## src/hw/sdwl_pkg.sv

```systemverilog
// shared constants for the serial dac word loader
package sdwl_pkg;
    localparam int WORD_BITS = 14;
    localparam int SEG_BITS = 4;
    localparam int SEG_COUNT = 15;
    localparam int LADDER_BITS = 10;
    localparam int FULL_SCALE = 16384;
    localparam logic [13:0] DAC_RESET = 14'h0000;
    localparam int MAX_SCLK_KHZ = 25000;
    localparam int CLK_KHZ = 40000;
    localparam int SCLK_DIV = (CLK_KHZ + 2 * MAX_SCLK_KHZ - 1) / (2 * MAX_SCLK_KHZ);
    localparam int FIFO_DEPTH = 8;
endpackage

```

## src/hw/sdwl_link_if.sv

```systemverilog
// three-wire serial link between host and dac
`timescale 1ns/1ps
interface sdwl_link_if;
    logic sclk;
    logic frame_n;
    logic sdata;
    modport host (output sclk, output frame_n, output sdata);
    modport dac (input sclk, input frame_n, input sdata);
endinterface

```

## src/hw/sdwl_host.sv

```systemverilog
// host end: queues words and shifts them out as framed serial writes
`timescale 1ns/1ps
module sdwl_host #(
    parameter int WORD_BITS = sdwl_pkg::WORD_BITS,
    parameter int DIV = sdwl_pkg::SCLK_DIV
) (
    input wire logic CLK,
    input wire logic RSTN,
    input wire logic WORD_VALID,
    output logic WORD_READY,
    input wire logic [WORD_BITS-1:0] WORD_DATA,
    output logic BUSY,
    sdwl_link_if.host LINK
);
    // a zero divider would leave the link clock unbounded
    if (DIV < 1) begin : g_bad_div
        $error("divider must be at least one");
    end
    typedef enum logic [1:0] {SDWL_IDLE, SDWL_LOW, SDWL_HIGH, SDWL_END} sdwl_state_t;
    sdwl_state_t state;
    logic f_valid;
    logic f_ready;
    logic [WORD_BITS-1:0] f_data;
    logic [WORD_BITS-1:0] shreg;
    logic [$clog2(WORD_BITS+1)-1:0] bits_left;
    logic [$clog2(DIV+1)-1:0] div_cnt;
    logic tick;
    logic sclk;
    logic frame_n;
    logic fifo_ready;
    logic word_take;

    sdwl_fifo #(.WIDTH(WORD_BITS), .DEPTH(sdwl_pkg::FIFO_DEPTH)) u_fifo (
        .clk(CLK),
        .rst_n(RSTN),
        .in_valid(word_take),
        .in_ready(fifo_ready),
        .in_data(WORD_DATA),
        .out_valid(f_valid),
        .out_ready(f_ready),
        .out_data(f_data)
    );
    // only a word offered while the registered ready stands is taken, never a repeat
    assign word_take = WORD_VALID && WORD_READY;
    assign f_ready = (state == SDWL_IDLE);
    assign tick = (div_cnt == '0);
    assign LINK.sclk = sclk;
    assign LINK.frame_n = frame_n;
    assign LINK.sdata = shreg[WORD_BITS-1]; // msb first

    // registered fifo ready, dropped for the cycle after each take, for the user side
    always_ff @(posedge CLK or negedge RSTN) begin
        if (!RSTN) begin
            WORD_READY <= 1'b0;
        end else begin
            WORD_READY <= fifo_ready && !word_take;
        end
    end

    // half-period divider keeps sclk at or below the link limit
    always_ff @(posedge CLK or negedge RSTN) begin
        if (!RSTN) begin
            div_cnt <= '0;
        end else if (state == SDWL_IDLE || tick) begin
            div_cnt <= ($clog2(DIV+1))'(DIV - 1);
        end else begin
            div_cnt <= div_cnt - 1'b1;
        end
    end

    // frame sequencer: data changes on falling sclk, dac samples on rising
    always_ff @(posedge CLK or negedge RSTN) begin
        if (!RSTN) begin
            state <= SDWL_IDLE;
            sclk <= 1'b0;
            frame_n <= 1'b1;
            shreg <= '0;
            bits_left <= '0;
            BUSY <= 1'b0;
        end else begin
            case (state)
                SDWL_IDLE: begin
                    if (f_valid) begin
                        shreg <= f_data;
                        bits_left <= ($clog2(WORD_BITS+1))'(WORD_BITS);
                        frame_n <= 1'b0; // open frame before any edge
                        BUSY <= 1'b1;
                        state <= SDWL_LOW;
                    end
                end
                SDWL_LOW: begin
                    if (tick) begin
                        sclk <= 1'b1; // data stable across this edge
                        bits_left <= bits_left - 1'b1;
                        state <= SDWL_HIGH;
                    end
                end
                SDWL_HIGH: begin
                    if (tick) begin
                        sclk <= 1'b0;
                        if (bits_left == '0) begin
                            state <= SDWL_END;
                        end else begin
                            shreg <= {shreg[WORD_BITS-2:0], 1'b0};
                            state <= SDWL_LOW;
                        end
                    end
                end
                SDWL_END: begin
                    if (tick) begin
                        frame_n <= 1'b1; // close after exactly 14 bits
                        BUSY <= 1'b0;
                        state <= SDWL_IDLE;
                    end
                end
                default: state <= SDWL_IDLE;
            endcase
        end
    end
endmodule

```

## src/hw/sdwl_fifo.sv

```systemverilog
// small valid/ready word fifo
`timescale 1ns/1ps
module sdwl_fifo #(
    parameter int WIDTH = 14,
    parameter int DEPTH = 8
) (
    input wire logic clk,
    input wire logic rst_n,
    input wire logic in_valid,
    output logic in_ready,
    input wire logic [WIDTH-1:0] in_data,
    output logic out_valid,
    input wire logic out_ready,
    output logic [WIDTH-1:0] out_data
);
    localparam int AW = $clog2(DEPTH);
    // pointer wrap relies on a power-of-two depth
    if (DEPTH < 2 || (1 << AW) != DEPTH) begin : g_bad_depth
        $error("depth must be a power of two");
    end
    logic [WIDTH-1:0] mem [DEPTH];
    logic [AW:0] wr_ptr;
    logic [AW:0] rd_ptr;
    logic do_wr;
    logic do_rd;
    assign in_ready = (wr_ptr - rd_ptr) != (AW+1)'(DEPTH);
    assign out_valid = wr_ptr != rd_ptr;
    assign out_data = mem[rd_ptr[AW-1:0]];
    assign do_wr = in_valid && in_ready;
    assign do_rd = out_valid && out_ready;
    // storage has no reset; only written slots are read
    always_ff @(posedge clk) begin
        if (do_wr) begin
            mem[wr_ptr[AW-1:0]] <= in_data;
        end
    end
    always_ff @(posedge clk or negedge rst_n) begin
        if (!rst_n) begin
            wr_ptr <= '0;
        end else if (do_wr) begin
            wr_ptr <= wr_ptr + 1'b1;
        end
    end
    always_ff @(posedge clk or negedge rst_n) begin
        if (!rst_n) begin
            rd_ptr <= '0;
        end else if (do_rd) begin
            rd_ptr <= rd_ptr + 1'b1;
        end
    end
endmodule

```

## src/flat_wrapper.sv

```systemverilog
// flat-port wrapper written by rule: the top's interface ports become plain ports
module sdwl_host_flat 
#(
    parameter int WORD_BITS = sdwl_pkg::WORD_BITS,
    parameter int DIV = sdwl_pkg::SCLK_DIV
)
  (CLK, RSTN, WORD_VALID, WORD_READY, WORD_DATA, BUSY, LINK_sclk, LINK_frame_n, LINK_sdata);
  sdwl_link_if LINK_i ();
  input wire logic CLK;
  input wire logic RSTN;
  input wire logic WORD_VALID;
  output logic WORD_READY;
  input wire logic [WORD_BITS-1:0] WORD_DATA;
  output logic BUSY;
  output wire logic [$bits(LINK_i.sclk)-1:0] LINK_sclk;
  output wire logic [$bits(LINK_i.frame_n)-1:0] LINK_frame_n;
  output wire logic [$bits(LINK_i.sdata)-1:0] LINK_sdata;
  assign LINK_sclk = LINK_i.sclk;
  assign LINK_frame_n = LINK_i.frame_n;
  assign LINK_sdata = LINK_i.sdata;
  sdwl_host #(.WORD_BITS(WORD_BITS), .DIV(DIV)) u_core (.CLK(CLK), .RSTN(RSTN), .WORD_VALID(WORD_VALID), .WORD_READY(WORD_READY), .WORD_DATA(WORD_DATA), .BUSY(BUSY), .LINK(LINK_i));
endmodule
```

## config.mk

```make
export PLATFORM = sky130hd
export DESIGN_NAME = sdwl_host_flat
export DESIGN_NICKNAME = d
export VERILOG_FILES = /design/src/hw/sdwl_pkg.sv /design/src/hw/sdwl_link_if.sv /design/src/hw/sdwl_host.sv /design/src/hw/sdwl_fifo.sv /design/src/flat_wrapper.sv
export SDC_FILE = /design/constraint.sdc
export NUM_CORES = 1
export LEC_CHECK = 0
export BUFFER_PORTS_ARGS = -buffer_cell sky130_fd_sc_hd__clkbuf_2
export CAP_MARGIN = 10
export CORE_MARGIN = 4
export CORE_UTILIZATION = 40
export DETAILED_ROUTE_END_ITERATION = 8
export PLACE_DENSITY_LB_ADDON = 0.2
export SYNTH_ARGS = -nofsm -noshare
export SYNTH_HDL_FRONTEND = slang
export SYNTH_SLANG_ARGS = --single-unit
```

## constraint.sdc

```tcl
create_clock -name CLK -period 4.2 [get_ports CLK]
set_input_delay 1.26 -clock CLK [delete_from_list [all_inputs] [get_ports CLK]]
set_output_delay 1.26 -clock CLK [all_outputs]
set_load 0.03 [all_outputs]
```

# Word level (Yosys, flattened, before mapping)
# Memories as Yosys holds them, arrays and structs flattened.
# Index checks and enable logic that the tools add are counted.
# word_totals
ram_bits,112
rom_bits,0
latch_bits,0
ff_bits,33
mem_count,1
# op_classes
multipliers,0
n_eq_ne,10
shift,0
muxes,23
order_cmp,0
add_sub_neg,5
bitwise_logic,1
n_reduce_logical,17
div,0
# memory_table
memory,depth,word_bits,read_ports,rd_clocked_by_memory_dff,wr,line,text
u_core.u_fifo.mem,8,14,1,0,1,sdwl_fifo.sv:21,logic [WIDTH-1:0] mem [DEPTH];
# op_table
op,n
$mux W14,3
$pmux W14 S2,1
$mux W2,5
$ne A2 B2 Y1 const B,5
$reduce_and A3 Y1,3
$add A4 B1 Y4 const B,2
$mux W4,2
$pmux W2 S4,1
$pmux W4 S2,1
$reduce_and A4 Y1,2
$reduce_bool A2 Y1,4
$mux W1,7
$pmux W1 S2,3
$eq A2 B2 Y1 const B,2
$logic_and A1 B1 Y1,4
$logic_not A4 Y1,1
$ne A4 B4 Y1,1
$ne A4 B4 Y1 const B,1
$sub A4 B1 Y4 const B,1
$sub A4 B4 Y4,1
$eq A2 B1 Y1 const B,1
$logic_not A2 Y1,1
$logic_not A1 Y1,1
$logic_or A1 B1 Y1,1
2 further kinds,2

# Longest topological paths before layout
# depth
word_depth,5
mapped_depth,10
mapped_depth_nobuf,6

# By module
# Synthesis repeated with hierarchy kept, for this count alone.
# hier_totals
cells_unflattened,352
area_unflattened_um2,6089.6
# by_module_without_submodules
module,n_inst,area_each_um2,cells_per_inst
sdwl_fifo,1,4758.3,246
sdwl_host,1,1331.3,106

# Worst setup path before layout
# Ideal clock, no wire load.
# synth_path
path_type,reg2reg
startpoint,reg u_core.u_fifo.rd_ptr[2]
endpoint,"mem u_core.u_fifo.mem[3][0], enable pin"
path_stages_with_launch,10
slack_ns,0.592
path_buffers,3
setup_ns,0.403
arrival_ns,3.205
cell_sequence,dfrtp_1 > clkbuf_1 > buf_2 > inv_1 > ha_1 > and3_1 > o211a_1 > or3_1 > buf_6 > nor3_1
# synth_between
elab_chain_cells,5
# synth_rtl
item,line,text
"start, declared",sdwl_fifo.sv:23,logic [AW:0] rd_ptr;
"start signal, assigned",sdwl_fifo.sv:48,rd_ptr <= rd_ptr + 1'b1;
$sub A4 B4 Y4,sdwl_fifo.sv:26,assign in_ready = (wr_ptr - rd_ptr) != (AW+1)'(DEPTH);
$ne A4 B4 Y1,sdwl_fifo.sv:26,
$logic_and A1 B1 Y1,sdwl_fifo.sv:29,assign do_wr = in_valid && in_ready;
$mux W1,sdwl_fifo.sv:33,if (do_wr) begin
$mux W1 (not written as such),sdwl_fifo.sv:34,mem[wr_ptr[AW-1:0]] <= in_data;
"end, declared",sdwl_fifo.sv:21,
# Every way passes these cells.

# Worst setup path after layout
# layout_path
startpoint,reg u_core.u_fifo.wr_ptr[0]
endpoint,"mem u_core.u_fifo.mem[4][1], enable pin"
# layout_between
elab_chain_cells,5
# layout_rtl
item,line,text
"start, declared",sdwl_fifo.sv:22,logic [AW:0] wr_ptr;
"start signal, assigned",sdwl_fifo.sv:41,wr_ptr <= wr_ptr + 1'b1;
$sub A4 B4 Y4,sdwl_fifo.sv:26,
$ne A4 B4 Y1,sdwl_fifo.sv:26,
$logic_and A1 B1 Y1,sdwl_fifo.sv:29,
$mux W1,sdwl_fifo.sv:33,
$mux W1 (not written as such),sdwl_fifo.sv:34,
# Several ways; a longest one is shown, not always the timed one.

==> key figures <==
Run status
  – Status: completed

Setup path
  – CP Buf/Inv Count: 2
  – Worst path cell trace: inv_1 > ha_1 > and3_1 > o211a_1 > or3_1 > nor4b_4 > buf_4
  – Worst Path Required: 4330 ps
  – Crit end category: flip-flop
  – Crit-path max FO: 8
  – Crit-path slowest cell: nor4b_4
  – WS Path Type: flip-flop to flip-flop
  – Worst path arrival time: around 3500 ps
  – CP startpoint kind: flip-flop
  – CP delay by family, top: simple AND/OR/NAND/NOR gates
  – Critical path's largest stage delay: 650 ps

Clocking
  – TritonCTS buffer count: 17
  – Worst skew pair latency: ~420 ps
  – H-tree Lvls: 4
  – Hold Buf Count CTS: 0
  – Post-CTS Setup Bufs: 0
  – Post-CTS sizing: 0
  – CTS Sinks: roughly 150
  – CTS Buffer Depth: 2
  – Clock transition at path regs: approximately 60 ps
  – CTS tree: done
  – Root Driver: clkbuf_16

Floorplanning
  – Num rows: 44
  – Total core area: ~15,000 µm²
  – Starting density of the core: between 40 and 50%
  – Die width: ~130 µm
  – Die height: 131.2 µm
  – Die area: about 17,000 µm²
  – I/O pin cnt: 22

STA
  – Fmax: between 200 and 300 MHz
  – WHS: 506.7 ps
  – Post-route minimum period: ~3400 ps
  – Skew final: about 7.7 ps
  – Slew Viols, Final: 0
  – RSZ-0062 raised after global routing: false
  – Final Hold Viols: 0
  – Endpoints failing setup: 0
  – Headroom to the max-slew limit: about a third
  – Final Cycle Share: between 80% and 90%
  – Least-Margin Pin Slew: just under 1000 ps
  – Sum of negative setup slack: 0 ps

Synthesis
  – Synth Register Bits: 145
  – Register area share after synthesis: 69.07%
  – Number of synthesized flops with an enable pin: approximately 110
  – Top-count cell post-synth: edfxtp_1
  – Synthesized net count: 369
  – Number of library cell types mapped by synthesis: 49
  – Syn_area_per_cell: 17.79 µm²
  – Ys Warns: 0
  – Most frequent cells after synthesis: edfxtp_1, dfrtp_1, mux4_2
  – Synth Flop Type: edfxtp_1
  – Synth area leaders: edfxtp_1, dfrtp_1, mux4_2
  – Post-synth ARST share: between 20% and 30%
  – Cell count after synthesis: 341
  – Synth area leader: edfxtp_1
  – Top cell type's share of synthesized area: roughly 55%
  – Post-Syn Area: between 6000 and 7000 µm²

Finish
  – Layout area overhead: 15.43%
  – Share of layout cells above drive strength 1: between 20% and 30%
  – Nets: about 400
  – Antenna fix cells: 0

Route
  – Number of vias per cell: between 5 and 6
  – DRT Wirelength: approximately 11,000 µm
  – DR vias: around 3,000
  – Detailed Route Iter0 Violations: roughly 220
  – DRT Pass-1 Iters: 4
  – WL/cell: 19.79 µm
  – # DRC: 0
  – Post-DRT Antenna Nets: 0

Global routing
  – GRT Overall Usage: around 14%
  – Vias in the first global route: around 3,300
  – Pin count of the biggest net entering global routing: 34
  – Antenna violations before repair: 0
  – Congestion Overflow GR: 0
  – First-pass GRT wire length: 18,340 µm

Placement
  – GPL Wtd Cong: between 0.7 and 0.8
  – Buffers added on ports: 21
  – Final HPWL DP: between 7000 and 8000 µm

Min path
  – Hold crit path type: flip-flop to flip-flop

Run
  – Max cap viols: 0

Pwr
  – PwrDens: about 750 nW/µm²
  – Cell leakage power: approximately 0.0025 µW
  – Worst VDD drop: about 0.34 mV
final timing paths:
check | start | end | slack [ps] | cells past startpoint
setup / recovery | u_core.u_fifo.wr_ptr[0] | u_core.u_fifo.mem[4][1] | 810 | 7
hold / removal | u_core.shreg[13] | u_core.shreg[13] | 510 | 1
setup reg to reg | u_core.u_fifo.wr_ptr[0] | u_core.u_fifo.mem[4][1] | 810 | 7
hold reg to reg | u_core.shreg[13] | u_core.shreg[13] | 510 | 1
max in group asynchronous | RSTN | u_core.u_fifo.rd_ptr[0] | 2690 | 1
min in group asynchronous | RSTN | u_core.bits_left[0] | 930 | 1
state kept, by name, summed over array words and instances, names as in the netlist:
register and count:
u_core.BUSY 1, u_core.LINK.frame_n 1, u_core.LINK.sclk 1, u_core.WORD_READY 1, u_core.bits_left 4, u_core.div_cnt 1, u_core.shreg 14, u_core.state 2
u_core.u_fifo.mem 112, u_core.u_fifo.rd_ptr 4, u_core.u_fifo.wr_ptr 4
cell type report:
| cell class | instances | area, µm² |
|---|---|---|
| clock buffer | 18 | 429.2 |
| clock inverter | 13 | 135.1 |
| fill | 1237 | 7696 |
| inverter | 11 | 41.29 |
| multi-input combinational | 168 | 1795 |
| sequential | 145 | 4192 |
| tap | 184 | 230.2 |
| timing repair buffer | 31 | 180.2 |
through the flow:
stage | std cells | utilization, % | instance area, µm² | total power (µW) | worst slack, ps
after floorplan | 341 | - | 6067 | 3431 | 591.8
after global placement | 539 | 43.80 | 6439 | 3838 | 867.4
after detailed placement | 539 | 43.80 | 6439 | 3892 | 777.7
after CTS | 570 | 47.64 | 7003 | 5347 | 750.4
after global routing | 570 | 47.64 | 7003 | 5621 | 589.9
final | 570 | 47.64 | 7003 | 5268 | 805.0
power breakdown:
part / internal (µW) / total [µW] / switching (µW)
Combinational: 822 / 1790 / 970
Sequential: 1860 / 2030 / 177
Clock: 870 / 1440 / 571
Total: 3550 / 5270 / 1720
logic make-up (layout without fill, tap and decap cells):
kind of cell | after synthesis | in the layout | share of synthesized area (%)
xor gates and xnor gates | 9 | 9 | 1.526
AOI/OAI and AO/OA | 39 | 39 | 3.939
buffers and inverters | 28 | 73 | 2.000
adders and majority gates | 11 | 11 | 2.268
other | 1 | 1 | 0.06181
muxes | 57 | 57 | 15.49
and+or+nand+nor | 51 | 51 | 5.651
DFF | 145 | 145 | 69.07
layout by cell type (no fill, tap or decap), types with 2 or more instances in the layout:
master,Yosys,final
mux2_2,14,14
nor3_1,6,5
o21ai_0,19,19
clkbuf_16,0,17
inv_1,11,11
ha_1,11,11
nor3_2,1,2
xor2_1,3,3
nor2_1,4,4
a31oi_1,2,2
clkinv_1,0,2
clkinvlp_4,0,3
nor4b_4,3,4
clkbuf_2,1,21
a21oi_1,6,6
mux4_2,28,28
nor4_4,0,3
bufinv_16,0,2
nand2_1,19,19
mux2i_1,14,14
edfxtp_1,112,112
and3_1,2,2
dfrtp_1,32,31
nand3_1,3,3
o31ai_1,2,2
o211a_1,2,2
xnor2_1,5,5
buf_4,0,10
clkinv_2,0,2
inv_6,0,4
per-layer routing:
layer	track usage, %	wire length [µm]
met1	19.01	5338
met2	22.21	5461
met3	3.364	272
met4	6.651	207
met5	0	0
No activity file was read; power rests on OpenSTA's default activity.
